===== src/psr_params.svh =====
// Constants of the port status and conversion result register bank
// Assumes AXI4-Lite byte addressing, one 32-bit word per register
`ifndef PSR_PARAMS_SVH
`define PSR_PARAMS_SVH

// ****************************************
// Address map
// ****************************************
`define PSR_ADDR_W          12
`define PSR_IDX_FUNC        4'h2
`define PSR_IDX_CTRL        4'h3
`define PSR_IDX_STATE       4'h5
`define PSR_IDX_DISC_LO     4'h6
`define PSR_IDX_DISC_HI     4'h7
`define PSR_IDX_VOLT_LO     4'h8
`define PSR_IDX_VOLT_HI     4'h9
`define PSR_ADDR_IRQ_STATUS 12'h100
`define PSR_ADDR_IRQ_MASK   12'h104

// ****************************************
// Fields and codes
// ****************************************
`define PSR_CTRL_START_BIT  3
`define PSR_WDOG_BIT        4
`define PSR_BUSY_BIT        3
`define PSR_DONE_BIT        7
`define PSR_FUNC_RESET      4'h0
`define PSR_FUNC_DISC1      4'h1
`define PSR_FUNC_DISC2      4'h2
`define PSR_FSTATE_RESET    3'h0
`define PSR_RESP_OKAY       2'h0
`define PSR_RESP_SLVERR     2'h2

`endif


===== src/psr_pkg.sv =====
// Types shared by the port status and result bank
// Assumes nothing beyond a SystemVerilog compiler
package psr_pkg;

  typedef enum logic [0:0] {
    PSR_IDLE = 1'b0,
    PSR_BUSY = 1'b1
  } psr_conv_state_t;

  typedef enum logic [0:0] {
    PSR_KIND_VOLT = 1'b0,
    PSR_KIND_DISC = 1'b1
  } psr_kind_t;

  typedef logic [14:0] psr_result_t;

endpackage


===== src/psr_port_meas.sv =====
// One port: function code, conversion launch and held 15-bit results
// Assumes the converter answers a launch with one conv_done pulse
`timescale 1ns/1ps
`default_nettype none
`include "psr_params.svh"

module psr_port_meas
  import psr_pkg::*;
(
  // Clock and reset
  input  wire logic        core_clk,
  input  wire logic        rst,
  // Register writes
  input  wire logic        func_wr,
  input  wire logic [3:0]  func_data,
  input  wire logic        start_wr,
  // Converter
  input  wire logic        conv_done,
  input  wire psr_result_t conv_data,
  output var  logic        conv_start,
  output var  psr_kind_t   conv_kind,
  // Status
  output var  logic [3:0]  func_code,
  output var  logic        start_pend,
  output var  logic        busy,
  output var  psr_result_t disc_result,
  output var  logic        disc_done,
  output var  psr_result_t volt_result,
  output var  logic        volt_done,
  output var  logic        disc_evt,
  output var  logic        volt_evt
);

  psr_conv_state_t state_reg, state_next;
  psr_kind_t       kind_reg,  kind_next;
  psr_result_t     dres_reg,  dres_next;
  psr_result_t     vres_reg,  vres_next;
  logic [3:0]      func_reg,  func_next;
  logic            pend_reg,  pend_next;
  logic            start_reg, start_next;
  logic            dflag_reg, dflag_next;
  logic            vflag_reg, vflag_next;
  logic            devt_reg,  devt_next;
  logic            vevt_reg,  vevt_next;
  logic            disc_start;
  logic            is_disc_func;

  assign disc_start   = func_wr && (func_data == `PSR_FUNC_DISC1 || func_data == `PSR_FUNC_DISC2);
  assign is_disc_func = (func_reg == `PSR_FUNC_DISC1) || (func_reg == `PSR_FUNC_DISC2);

  always_comb begin
    state_next = state_reg;
    kind_next  = kind_reg;
    dres_next  = dres_reg;
    vres_next  = vres_reg;
    func_next  = func_reg;
    pend_next  = pend_reg;
    dflag_next = dflag_reg;
    vflag_next = vflag_reg;
    start_next = 1'b0;
    devt_next  = 1'b0;
    vevt_next  = 1'b0;
    unique case (state_reg)
      PSR_IDLE: begin
        if (pend_reg) begin
          state_next = PSR_BUSY;
          pend_next  = 1'b0;
          start_next = 1'b1;
          kind_next  = is_disc_func ? PSR_KIND_DISC : PSR_KIND_VOLT;
          if (!is_disc_func) begin
            vflag_next = 1'b0;
          end
        end
      end
      PSR_BUSY: begin
        if (conv_done) begin
          state_next = PSR_IDLE;
          if (kind_reg == PSR_KIND_DISC) begin
            dres_next  = conv_data;
            dflag_next = 1'b1;
            devt_next  = 1'b1;
          end else begin
            vres_next  = conv_data;
            vflag_next = 1'b1;
            vevt_next  = 1'b1;
          end
        end
      end
    endcase
    if (func_wr) begin
      func_next = func_data;
    end
    if (disc_start) begin
      pend_next  = 1'b1;
      dflag_next = 1'b0;
    end
    if (start_wr) begin
      pend_next = 1'b1;
    end
  end

  always_ff @(posedge core_clk) begin
    if (rst) begin
      state_reg <= PSR_IDLE;
      kind_reg  <= PSR_KIND_VOLT;
      dres_reg  <= '0;
      vres_reg  <= '0;
      func_reg  <= `PSR_FUNC_RESET;
      pend_reg  <= 1'b0;
      start_reg <= 1'b0;
      dflag_reg <= 1'b0;
      vflag_reg <= 1'b0;
      devt_reg  <= 1'b0;
      vevt_reg  <= 1'b0;
    end else begin
      state_reg <= state_next;
      kind_reg  <= kind_next;
      dres_reg  <= dres_next;
      vres_reg  <= vres_next;
      func_reg  <= func_next;
      pend_reg  <= pend_next;
      start_reg <= start_next;
      dflag_reg <= dflag_next;
      vflag_reg <= vflag_next;
      devt_reg  <= devt_next;
      vevt_reg  <= vevt_next;
    end
  end

  assign conv_start  = start_reg;
  assign conv_kind   = kind_reg;
  assign func_code   = func_reg;
  assign start_pend  = pend_reg;
  assign busy        = (state_reg == PSR_BUSY);
  assign disc_result = dres_reg;
  assign disc_done   = dflag_reg;
  assign volt_result = vres_reg;
  assign volt_done   = vflag_reg;
  assign disc_evt    = devt_reg;
  assign volt_evt    = vevt_reg;
endmodule

`default_nettype wire


===== src/psr_irq_ctrl.sv =====
// Sticky event status, mask and one level interrupt
// Assumes event pulses are one cycle wide; write-one-to-clear
`timescale 1ns/1ps
`default_nettype none

module psr_irq_ctrl #(
  parameter int NUM_EVT = 8
) (
  // Clock and reset
  input  wire logic               core_clk,
  input  wire logic               rst,
  // Events and software access
  input  wire logic [NUM_EVT-1:0] evt,
  input  wire logic               clr_wr,
  input  wire logic               mask_wr,
  input  wire logic [NUM_EVT-1:0] wdata,
  // State
  output var  logic [NUM_EVT-1:0] status,
  output var  logic [NUM_EVT-1:0] mask,
  output var  logic               irq
);

  logic [NUM_EVT-1:0] status_reg, status_next;
  logic [NUM_EVT-1:0] mask_reg,   mask_next;
  logic               irq_reg,    irq_next;

  always_comb begin
    // Set wins over a clear in the same cycle so no event is lost
    status_next = (status_reg & ~(clr_wr ? wdata : '0)) | evt;
    mask_next   = mask_wr ? wdata : mask_reg;
    irq_next    = |(status_next & mask_next);
  end

  always_ff @(posedge core_clk) begin
    if (rst) begin
      status_reg <= '0;
      mask_reg   <= '0;
      irq_reg    <= 1'b0;
    end else begin
      status_reg <= status_next;
      mask_reg   <= mask_next;
      irq_reg    <= irq_next;
    end
  end

  assign status = status_reg;
  assign mask   = mask_reg;
  assign irq    = irq_reg;
endmodule

`default_nettype wire


===== src/psr_regs_top.sv =====
// Port status and conversion result registers behind an AXI4-Lite slave
// Assumes port state, watchdog and converter signals synchronous to core_clk
//
// The implementer's own choice: the AXI4-Lite slave port.
`timescale 1ns/1ps
`default_nettype none
`include "psr_params.svh"

module psr_regs_top
  import psr_pkg::*;
#(
  parameter int NUM_PORTS = 4
) (
  // Clock and reset
  input  wire logic                          core_clk,
  input  wire logic                          rst,
  // AXI4-Lite write address
  input  wire logic                          s_axi_awvalid,
  output var  logic                          s_axi_awready,
  input  wire logic [`PSR_ADDR_W-1:0]        s_axi_awaddr,
  // AXI4-Lite write data
  input  wire logic                          s_axi_wvalid,
  output var  logic                          s_axi_wready,
  input  wire logic [31:0]                   s_axi_wdata,
  input  wire logic [3:0]                    s_axi_wstrb,
  // AXI4-Lite write response
  output var  logic                          s_axi_bvalid,
  input  wire logic                          s_axi_bready,
  output var  logic [1:0]                    s_axi_bresp,
  // AXI4-Lite read address
  input  wire logic                          s_axi_arvalid,
  output var  logic                          s_axi_arready,
  input  wire logic [`PSR_ADDR_W-1:0]        s_axi_araddr,
  // AXI4-Lite read data
  output var  logic                          s_axi_rvalid,
  input  wire logic                          s_axi_rready,
  output var  logic [31:0]                   s_axi_rdata,
  output var  logic [1:0]                    s_axi_rresp,
  // Port state inputs
  input  wire logic [NUM_PORTS-1:0]          port_wdog_active,
  input  wire logic [NUM_PORTS-1:0][2:0]     port_func_state,
  // Converter
  input  wire logic [NUM_PORTS-1:0]          conv_done,
  input  wire psr_result_t [NUM_PORTS-1:0]   conv_data,
  output var  logic [NUM_PORTS-1:0]          conv_start,
  output var  psr_kind_t [NUM_PORTS-1:0]     conv_kind,
  // Interrupt
  output var  logic                          irq
);

  localparam int         NUM_EVT = 2 * NUM_PORTS;
  localparam logic [2:0] NP      = 3'(NUM_PORTS);

  // Port select is two address bits wide, so more ports cannot be mapped
  initial begin
    if (NUM_PORTS < 1 || NUM_PORTS > 4) begin
      $error("NUM_PORTS must be 1 to 4");
    end
  end

  // ****************************************
  // Per-port state
  // ****************************************
  logic [NUM_PORTS-1:0]        func_wr;
  logic [NUM_PORTS-1:0]        start_wr;
  logic [NUM_PORTS-1:0][3:0]   func_code;
  logic [NUM_PORTS-1:0]        start_pend;
  logic [NUM_PORTS-1:0]        busy;
  psr_result_t [NUM_PORTS-1:0] disc_result;
  psr_result_t [NUM_PORTS-1:0] volt_result;
  logic [NUM_PORTS-1:0]        disc_done;
  logic [NUM_PORTS-1:0]        volt_done;
  logic [NUM_PORTS-1:0]        disc_evt;
  logic [NUM_PORTS-1:0]        volt_evt;
  logic [NUM_EVT-1:0]          evt;
  logic [NUM_EVT-1:0]          irq_status;
  logic [NUM_EVT-1:0]          irq_mask;

  // ****************************************
  // Write channel registers
  // ****************************************
  logic                   awready_reg, awready_next;
  logic                   wready_reg,  wready_next;
  logic                   aw_held_reg, aw_held_next;
  logic                   w_held_reg,  w_held_next;
  logic [`PSR_ADDR_W-1:0] aw_addr_reg, aw_addr_next;
  logic [31:0]            w_data_reg,  w_data_next;
  logic [3:0]             w_strb_reg,  w_strb_next;
  logic                   bvalid_reg,  bvalid_next;
  logic [1:0]             bresp_reg,   bresp_next;
  logic                   wr_commit;
  logic                   wr_in_ports;
  logic                   wr_mapped;
  logic [1:0]             wr_port;
  logic [3:0]             wr_idx;
  logic                   irq_clr_wr;
  logic                   irq_mask_wr;

  assign wr_port     = aw_addr_reg[7:6];
  assign wr_idx      = aw_addr_reg[5:2];
  assign wr_commit   = aw_held_reg && w_held_reg && !bvalid_reg;
  assign wr_in_ports = (aw_addr_reg[11:8] == 4'h0) && ({1'b0, wr_port} < NP);
  assign irq_clr_wr  = wr_commit && w_strb_reg[0] && aw_addr_reg == `PSR_ADDR_IRQ_STATUS;
  assign irq_mask_wr = wr_commit && w_strb_reg[0] && aw_addr_reg == `PSR_ADDR_IRQ_MASK;

  always_comb begin
    wr_mapped = (aw_addr_reg == `PSR_ADDR_IRQ_STATUS) || (aw_addr_reg == `PSR_ADDR_IRQ_MASK);
    if (wr_in_ports) begin
      wr_mapped = (wr_idx == `PSR_IDX_FUNC) || (wr_idx == `PSR_IDX_CTRL)
               || (wr_idx >= `PSR_IDX_STATE && wr_idx <= `PSR_IDX_VOLT_HI);
    end
  end

  always_comb begin
    aw_held_next = aw_held_reg;
    w_held_next  = w_held_reg;
    aw_addr_next = aw_addr_reg;
    w_data_next  = w_data_reg;
    w_strb_next  = w_strb_reg;
    bvalid_next  = bvalid_reg;
    bresp_next   = bresp_reg;
    if (bvalid_reg && s_axi_bready) begin
      bvalid_next = 1'b0;
    end
    if (wr_commit) begin
      aw_held_next = 1'b0;
      w_held_next  = 1'b0;
      bvalid_next  = 1'b1;
      bresp_next   = wr_mapped ? `PSR_RESP_OKAY : `PSR_RESP_SLVERR;
    end
    if (s_axi_awvalid && awready_reg) begin
      aw_held_next = 1'b1;
      aw_addr_next = s_axi_awaddr;
    end
    if (s_axi_wvalid && wready_reg) begin
      w_held_next = 1'b1;
      w_data_next = s_axi_wdata;
      w_strb_next = s_axi_wstrb;
    end
    awready_next = !aw_held_next;
    wready_next  = !w_held_next;
  end

  always_ff @(posedge core_clk) begin
    if (rst) begin
      awready_reg <= 1'b0;
      wready_reg  <= 1'b0;
      aw_held_reg <= 1'b0;
      w_held_reg  <= 1'b0;
      aw_addr_reg <= '0;
      w_data_reg  <= 32'h0000_0000;
      w_strb_reg  <= 4'h0;
      bvalid_reg  <= 1'b0;
      bresp_reg   <= `PSR_RESP_OKAY;
    end else begin
      awready_reg <= awready_next;
      wready_reg  <= wready_next;
      aw_held_reg <= aw_held_next;
      w_held_reg  <= w_held_next;
      aw_addr_reg <= aw_addr_next;
      w_data_reg  <= w_data_next;
      w_strb_reg  <= w_strb_next;
      bvalid_reg  <= bvalid_next;
      bresp_reg   <= bresp_next;
    end
  end

  // ****************************************
  // Per-port blocks
  // ****************************************
  for (genvar p = 0; p < NUM_PORTS; p++) begin : g_port
    assign func_wr[p]  = wr_commit && wr_in_ports && wr_port == 2'(p)
                      && wr_idx == `PSR_IDX_FUNC && w_strb_reg[0];
    assign start_wr[p] = wr_commit && wr_in_ports && wr_port == 2'(p)
                      && wr_idx == `PSR_IDX_CTRL && w_strb_reg[0]
                      && w_data_reg[`PSR_CTRL_START_BIT];
    assign evt[2*p]    = disc_evt[p];
    assign evt[2*p+1]  = volt_evt[p];

    psr_port_meas u_meas (
      .core_clk    (core_clk),
      .rst         (rst),
      .func_wr     (func_wr[p]),
      .func_data   (w_data_reg[3:0]),
      .start_wr    (start_wr[p]),
      .conv_done   (conv_done[p]),
      .conv_data   (conv_data[p]),
      .conv_start  (conv_start[p]),
      .conv_kind   (conv_kind[p]),
      .func_code   (func_code[p]),
      .start_pend  (start_pend[p]),
      .busy        (busy[p]),
      .disc_result (disc_result[p]),
      .disc_done   (disc_done[p]),
      .volt_result (volt_result[p]),
      .volt_done   (volt_done[p]),
      .disc_evt    (disc_evt[p]),
      .volt_evt    (volt_evt[p])
    );
  end

  psr_irq_ctrl #(
    .NUM_EVT (NUM_EVT)
  ) u_irq (
    .core_clk (core_clk),
    .rst      (rst),
    .evt      (evt),
    .clr_wr   (irq_clr_wr),
    .mask_wr  (irq_mask_wr),
    .wdata    (w_data_reg[NUM_EVT-1:0]),
    .status   (irq_status),
    .mask     (irq_mask),
    .irq      (irq)
  );

  // ****************************************
  // Read channel
  // ****************************************
  logic        arready_reg, arready_next;
  logic        rvalid_reg,  rvalid_next;
  logic [31:0] rdata_reg,   rdata_next;
  logic [1:0]  rresp_reg,   rresp_next;
  logic [1:0]  rd_port;
  logic [3:0]  rd_idx;
  logic        rd_in_ports;
  logic        rd_take;
  logic [7:0]  rd_byte;
  logic        rd_hit;
  logic        wdog_sel;
  logic [2:0]  fstate_sel;

  assign rd_port     = s_axi_araddr[7:6];
  assign rd_idx      = s_axi_araddr[5:2];
  assign rd_in_ports = (s_axi_araddr[11:8] == 4'h0) && ({1'b0, rd_port} < NP);
  assign rd_take     = s_axi_arvalid && arready_reg;
  assign wdog_sel    = port_wdog_active[rd_port];
  assign fstate_sel  = port_func_state[rd_port];

  always_comb begin
    rd_byte = 8'h00;
    rd_hit  = rd_in_ports;
    unique case (rd_idx)
      `PSR_IDX_FUNC:    rd_byte = {4'h0, func_code[rd_port]};
      `PSR_IDX_CTRL:    rd_byte = 8'(start_pend[rd_port]) << `PSR_CTRL_START_BIT;
      `PSR_IDX_STATE:   rd_byte = {3'h0, wdog_sel, busy[rd_port], fstate_sel};
      `PSR_IDX_DISC_LO: rd_byte = disc_result[rd_port][7:0];
      `PSR_IDX_DISC_HI: rd_byte = {disc_done[rd_port], disc_result[rd_port][14:8]};
      `PSR_IDX_VOLT_LO: rd_byte = volt_result[rd_port][7:0];
      `PSR_IDX_VOLT_HI: rd_byte = {volt_done[rd_port], volt_result[rd_port][14:8]};
      default:          rd_hit  = 1'b0;
    endcase
  end

  always_comb begin
    arready_next = arready_reg;
    rvalid_next  = rvalid_reg;
    rdata_next   = rdata_reg;
    rresp_next   = rresp_reg;
    if (rvalid_reg && s_axi_rready) begin
      rvalid_next = 1'b0;
    end
    if (rd_take) begin
      rvalid_next = 1'b1;
      rresp_next  = `PSR_RESP_OKAY;
      if (rd_hit) begin
        rdata_next = {24'h00_0000, rd_byte};
      end else if (s_axi_araddr == `PSR_ADDR_IRQ_STATUS) begin
        rdata_next = 32'(irq_status);
      end else if (s_axi_araddr == `PSR_ADDR_IRQ_MASK) begin
        rdata_next = 32'(irq_mask);
      end else begin
        rdata_next = 32'h0000_0000;
        rresp_next = `PSR_RESP_SLVERR;
      end
    end
    arready_next = !rvalid_next;
  end

  always_ff @(posedge core_clk) begin
    if (rst) begin
      arready_reg <= 1'b0;
      rvalid_reg  <= 1'b0;
      rdata_reg   <= 32'h0000_0000;
      rresp_reg   <= `PSR_RESP_OKAY;
    end else begin
      arready_reg <= arready_next;
      rvalid_reg  <= rvalid_next;
      rdata_reg   <= rdata_next;
      rresp_reg   <= rresp_next;
    end
  end

  assign s_axi_awready = awready_reg;
  assign s_axi_wready  = wready_reg;
  assign s_axi_bvalid  = bvalid_reg;
  assign s_axi_bresp   = bresp_reg;
  assign s_axi_arready = arready_reg;
  assign s_axi_rvalid  = rvalid_reg;
  assign s_axi_rdata   = rdata_reg;
  assign s_axi_rresp   = rresp_reg;
endmodule

`default_nettype wire


===== config.mk =====
export PLATFORM = sky130hd
export DESIGN_NAME = psr_regs_top
export DESIGN_NICKNAME = d
export VERILOG_FILES = /design/src/psr_pkg.sv /design/src/psr_port_meas.sv /design/src/psr_irq_ctrl.sv /design/src/psr_regs_top.sv
export VERILOG_INCLUDE_DIRS = /design/src
export SDC_FILE = /design/constraint.sdc
export NUM_CORES = 1
export LEC_CHECK = 0
export ABC_AREA = 1
export ABC_CLOCK_PERIOD_IN_PS = 1700
export BUFFER_PORTS_ARGS = -buffer_cell sky130_fd_sc_hd__clkbuf_2
export CAP_MARGIN = 20
export CORE_UTILIZATION = 50
export DETAILED_ROUTE_END_ITERATION = 6
export GPL_TIMING_DRIVEN = 1
export PLACE_DENSITY = 0.75
export SLEW_MARGIN = 30
export SYNTH_ARGS = -nofsm -noshare
export SYNTH_HDL_FRONTEND = slang
export SYNTH_SLANG_ARGS = --single-unit

===== constraint.sdc =====
create_clock -name core_clk -period 1.7 [get_ports core_clk]
set_input_delay 0.17 -clock core_clk [delete_from_list [all_inputs] [get_ports core_clk]]
set_output_delay 0.17 -clock core_clk [all_outputs]
set_load 0.02 [all_outputs]

==> key figures <==
Outcome
  – Status: complete, no violations

Pwr
  – Switching Share: 24.4%
  – NetSw: about 2.9 mW
  – Pwr Density: just over 900 mW/mm2
  – Sequential power share: between 40% and 50%
  – Gate power share: a little over a tenth
  – Maximum vdd ir drop: 0.000686 V
  – Clock power frac: 44.6%
  – Int Power: between 8 and 9 mW
  – Pwr Total: about 12 mW
  – Leakage: 5.39 nW

Critical path
  – CP Data Arrival Time: approximately 2.0 ns
  – R2r setup slk: approximately 0.093 ns
  – Crit-path cells: nand3_4 -> nor2_4 -> buf_4 -> nand3_2 -> nand2_1 -> nand2_1 -> nand2_1 -> nand2_1 -> nor2_1 -> a21oi_1
  – Worst setup startpoint: w_held_reg
  – Setup CP Type: flip-flop to flip-flop
  – Crit path required time: between 2 and 2.5 ns
  – CP startpoint kind: flip-flop
  – Critical Path Max Stage Delay: 0.38 ns
  – Critical Path Sink: u_irq.irq
  – R2R Path End: u_irq.irq
  – Worst Reg-to-Reg Cells: 10
  – Most used cell, CP: nand2_1
  – Reg2reg start: w_held_reg
  – Worst path slowest cell: dfxtp_1
  – Crit. End Element: flip-flop
  – Crit-path max FO: 5

Drt
  – Met3 wire len: 1970 um
  – Top Layer Used: met4
  – First drt pass iteration count: 5
  – Via density: between 5 and 6
  – Metal1 wirelength: 12200 um
  – Total Routed Length: between 30000 and 40000 um
  – Starting DRT DRC Count: between 700 and 800
  – DR DRC count: 0
  – Via count: just over 10000
  – Routed length on met2: ~15000 um
  – Post-DR wirelength/cell: approximately 16 um
  – ANT nets after route: 0

Global route
  – First-pass GRT wire length: about 47000 um
  – Initial antenna violation count: 1
  – Largest net degree at the start of global routing: 66
  – Gr ovfl total: 0
  – Vias in the first global route: roughly 9600
  – Global Route Usage Sum: 28.8%

Die
  – Die W: roughly 140 um
  – Die area: about 0.021 mm2
  – Die Ht: 144 um
  – Io pins: ~200
  – Rows: 51
  – Starting density of the core: between 50% and 60%
  – Core area: 0.0196 mm2

Synthesis
  – Seq/Total Area, Yosys: between 40 and 50%
  – Cell count after synthesis: 1422
  – Mapped Area: approximately 0.01 mm2
  – Synth cell types: 38
  – Top cell type's share of synthesized area: ~44%
  – Synth Register Bits: 223
  – Top cells by area, synth: dfxtp_1 (44%), o21ai_0 (10%), a21oi_1 (9.5%), nor2_1 (7.8%), nand2_1 (5.9%)
  – Avg Cell Area, Syn: 7.07 um2
  – Yosys top cell by area: dfxtp_1
  – Yosys warning count: 0

Timing
  – Final setup fails: 0
  – Slew Limit Fails: 0
  – Final worst-path setup slack: 0.0926 ns
  – Final Hold Fails: 0
  – Period utilization: 94.6%
  – Setup Skew: 0.0140 ns
  – Worst-margin pin slew: approximately 0.67 ns
  – Maximum clock rate: between 600 and 700 MHz
  – RSZ-0062 raised after global routing: yes
  – Rel. slew slack: 55.3%
  – Minimum clock period: about 1.6 ns

Final layout
  – Share of cells above drive strength 1: between 10% and 20%
  – Fin nets: approximately 1800
  – Area growth from synthesis to layout: 28.6%
  – N_diodes: 0

Worst hold path
  – Hold Path Class: input port to flip-flop
  – HP Start: s_axi_arvalid

CTS
  – Clock latency on the worst-skew pair: between 0.5 and 0.6 ns
  – CTS tree: yes
  – Clock Sinks: ~220
  – Clock tree root driver cell: clkbuf_16
  – Clock-pin slew on the worst setup and hold paths: ~0.060 ns
  – Num CTS Buffers: 25
  – CTS max path bufs: 3
  – # H-tree levels: 1

Place
  – Dpl ws: -0.0136 ns
  – Gpl congestion: 0.928
  – Post-DP HPWL: about 20000 um
  – Port bufs: 143

Run
  – MaxCap Viol Count: 0
[metrics by stage]
stage	TNS [ns]	util, %	std cells	area [um2]	hold slack, ns
finish	0	66.0	1937	12900	0.0573
detailed placement	-0.0136	56.7	1801	11100	0.386
floorplan	0	-	1447	10100	0.264
global placement	-0.0348	56.7	1801	11100	0.381
CTS	0	65.4	1933	12800	0.0432
global route	-0.0720	66.0	1937	12900	0.106
[power by group through the flow]
stage | Sequential [mW] | Clock [mW] | Combinational [mW]
6_report | 5.34 | 5.30 | 1.23
5_1_grt | 5.34 | 5.57 | 1.35
4_1_cts | 5.33 | 5.37 | 1.17
3_5_place_dp | 5.45 | 0 | 1.01
3_3_place_gp | 5.45 | 0 | 0.998
2_1_floorplan | 5.45 | 0 | 0.612
[cell usage after synthesis, drive strengths merged]
cell type,count
a2bb2oi,1
clkbuf,55
inv,143
nand4,16
buf,58
conb,1
nand3b,2
dfxtp,223
a21oi,192
clkinv,3
o22ai,11
nor4,8
a31oi,1
nand2,161
a221oi,4
o21ai,253
o31ai,2
nor2,222
o211ai,10
a31o,1
nand3,47
nor3,8
[area by class of cell]
class / instances / area (um2)
well taps: 265 / 332
multi-input cells: 965 / 4610
clock buffers: 41 / 796
inverters: 146 / 552
fillers: 1650 / 6670
clock inverters: 4 / 27.5
flip-flops and latches: 223 / 4470
repair buffers: 293 / 2130
[cells in the final DEF (no fill, tap or decap), types with 11 or more instances in the layout]
master / n
clkbuf_2: 142
nand2_1: 156
clkbuf_8: 11
nor2_1: 205
buf_4: 55
o21ai_1: 52
a21oi_1: 191
nand4_1: 16
conb_1: 26
o21ai_0: 201
inv_2: 17
nand3_1: 42
dfxtp_1: 221
inv_1: 124
clkbuf_16: 25
o22ai_1: 11
dlygate4sd3_1: 87
[worst min path at each step]
stage	endpoint	slack, ns	cells past startpoint
after global routing	s_axi_rdata[7]	0.11	4
after global placement	g_port[1].u_meas.busy	0.38	2
after CTS	s_axi_rdata[7]	0.04	4
after detailed placement	g_port[1].u_meas.busy	0.39	2
final	s_axi_rdata[7]	0.06	4
after floorplan	g_port[0].u_meas.busy	0.26	1
[kinds of logic after synthesis]
logic type / after synthesis / synth area share [%]
other cells: 1 / 0.0373
compound gates: 475 / 24.4
buf+inv: 259 / 11.3
flops: 223 / 44.4
simple gates: 464 / 19.8
[repair_timing]
item | in CTS | in global routing
resized for setup | 1 | 20
gates cloned | 0 | 1
hold endpoints to repair | 145 | 0
endpoints found under the setup margin | 1 | 17
pin swaps | 0 | 12
setup buffers | 0 | 3
hold buffers | 87 | 0
[critical path, delay by kind of cell, from the launching register on]
kind                   cells  cell delay [ns]
AOI/OAI and AO/OA          1             0.08
and+or+nand+nor            8             0.86
DFF                        1             0.38
buffers and inverters      1             0.14
[metal layers]
| metal | global-route usage, % | up-vias |
|---|---|---|
| met5 | 0 | - |
| met4 | 13.0 | 0 |
| met3 | 4.57 | 75 |
| met2 | 49.8 | 380 |
| met1 | 35.1 | 4703 |
| li1 | - | 5120 |
(Power assumes the default switching activity.)
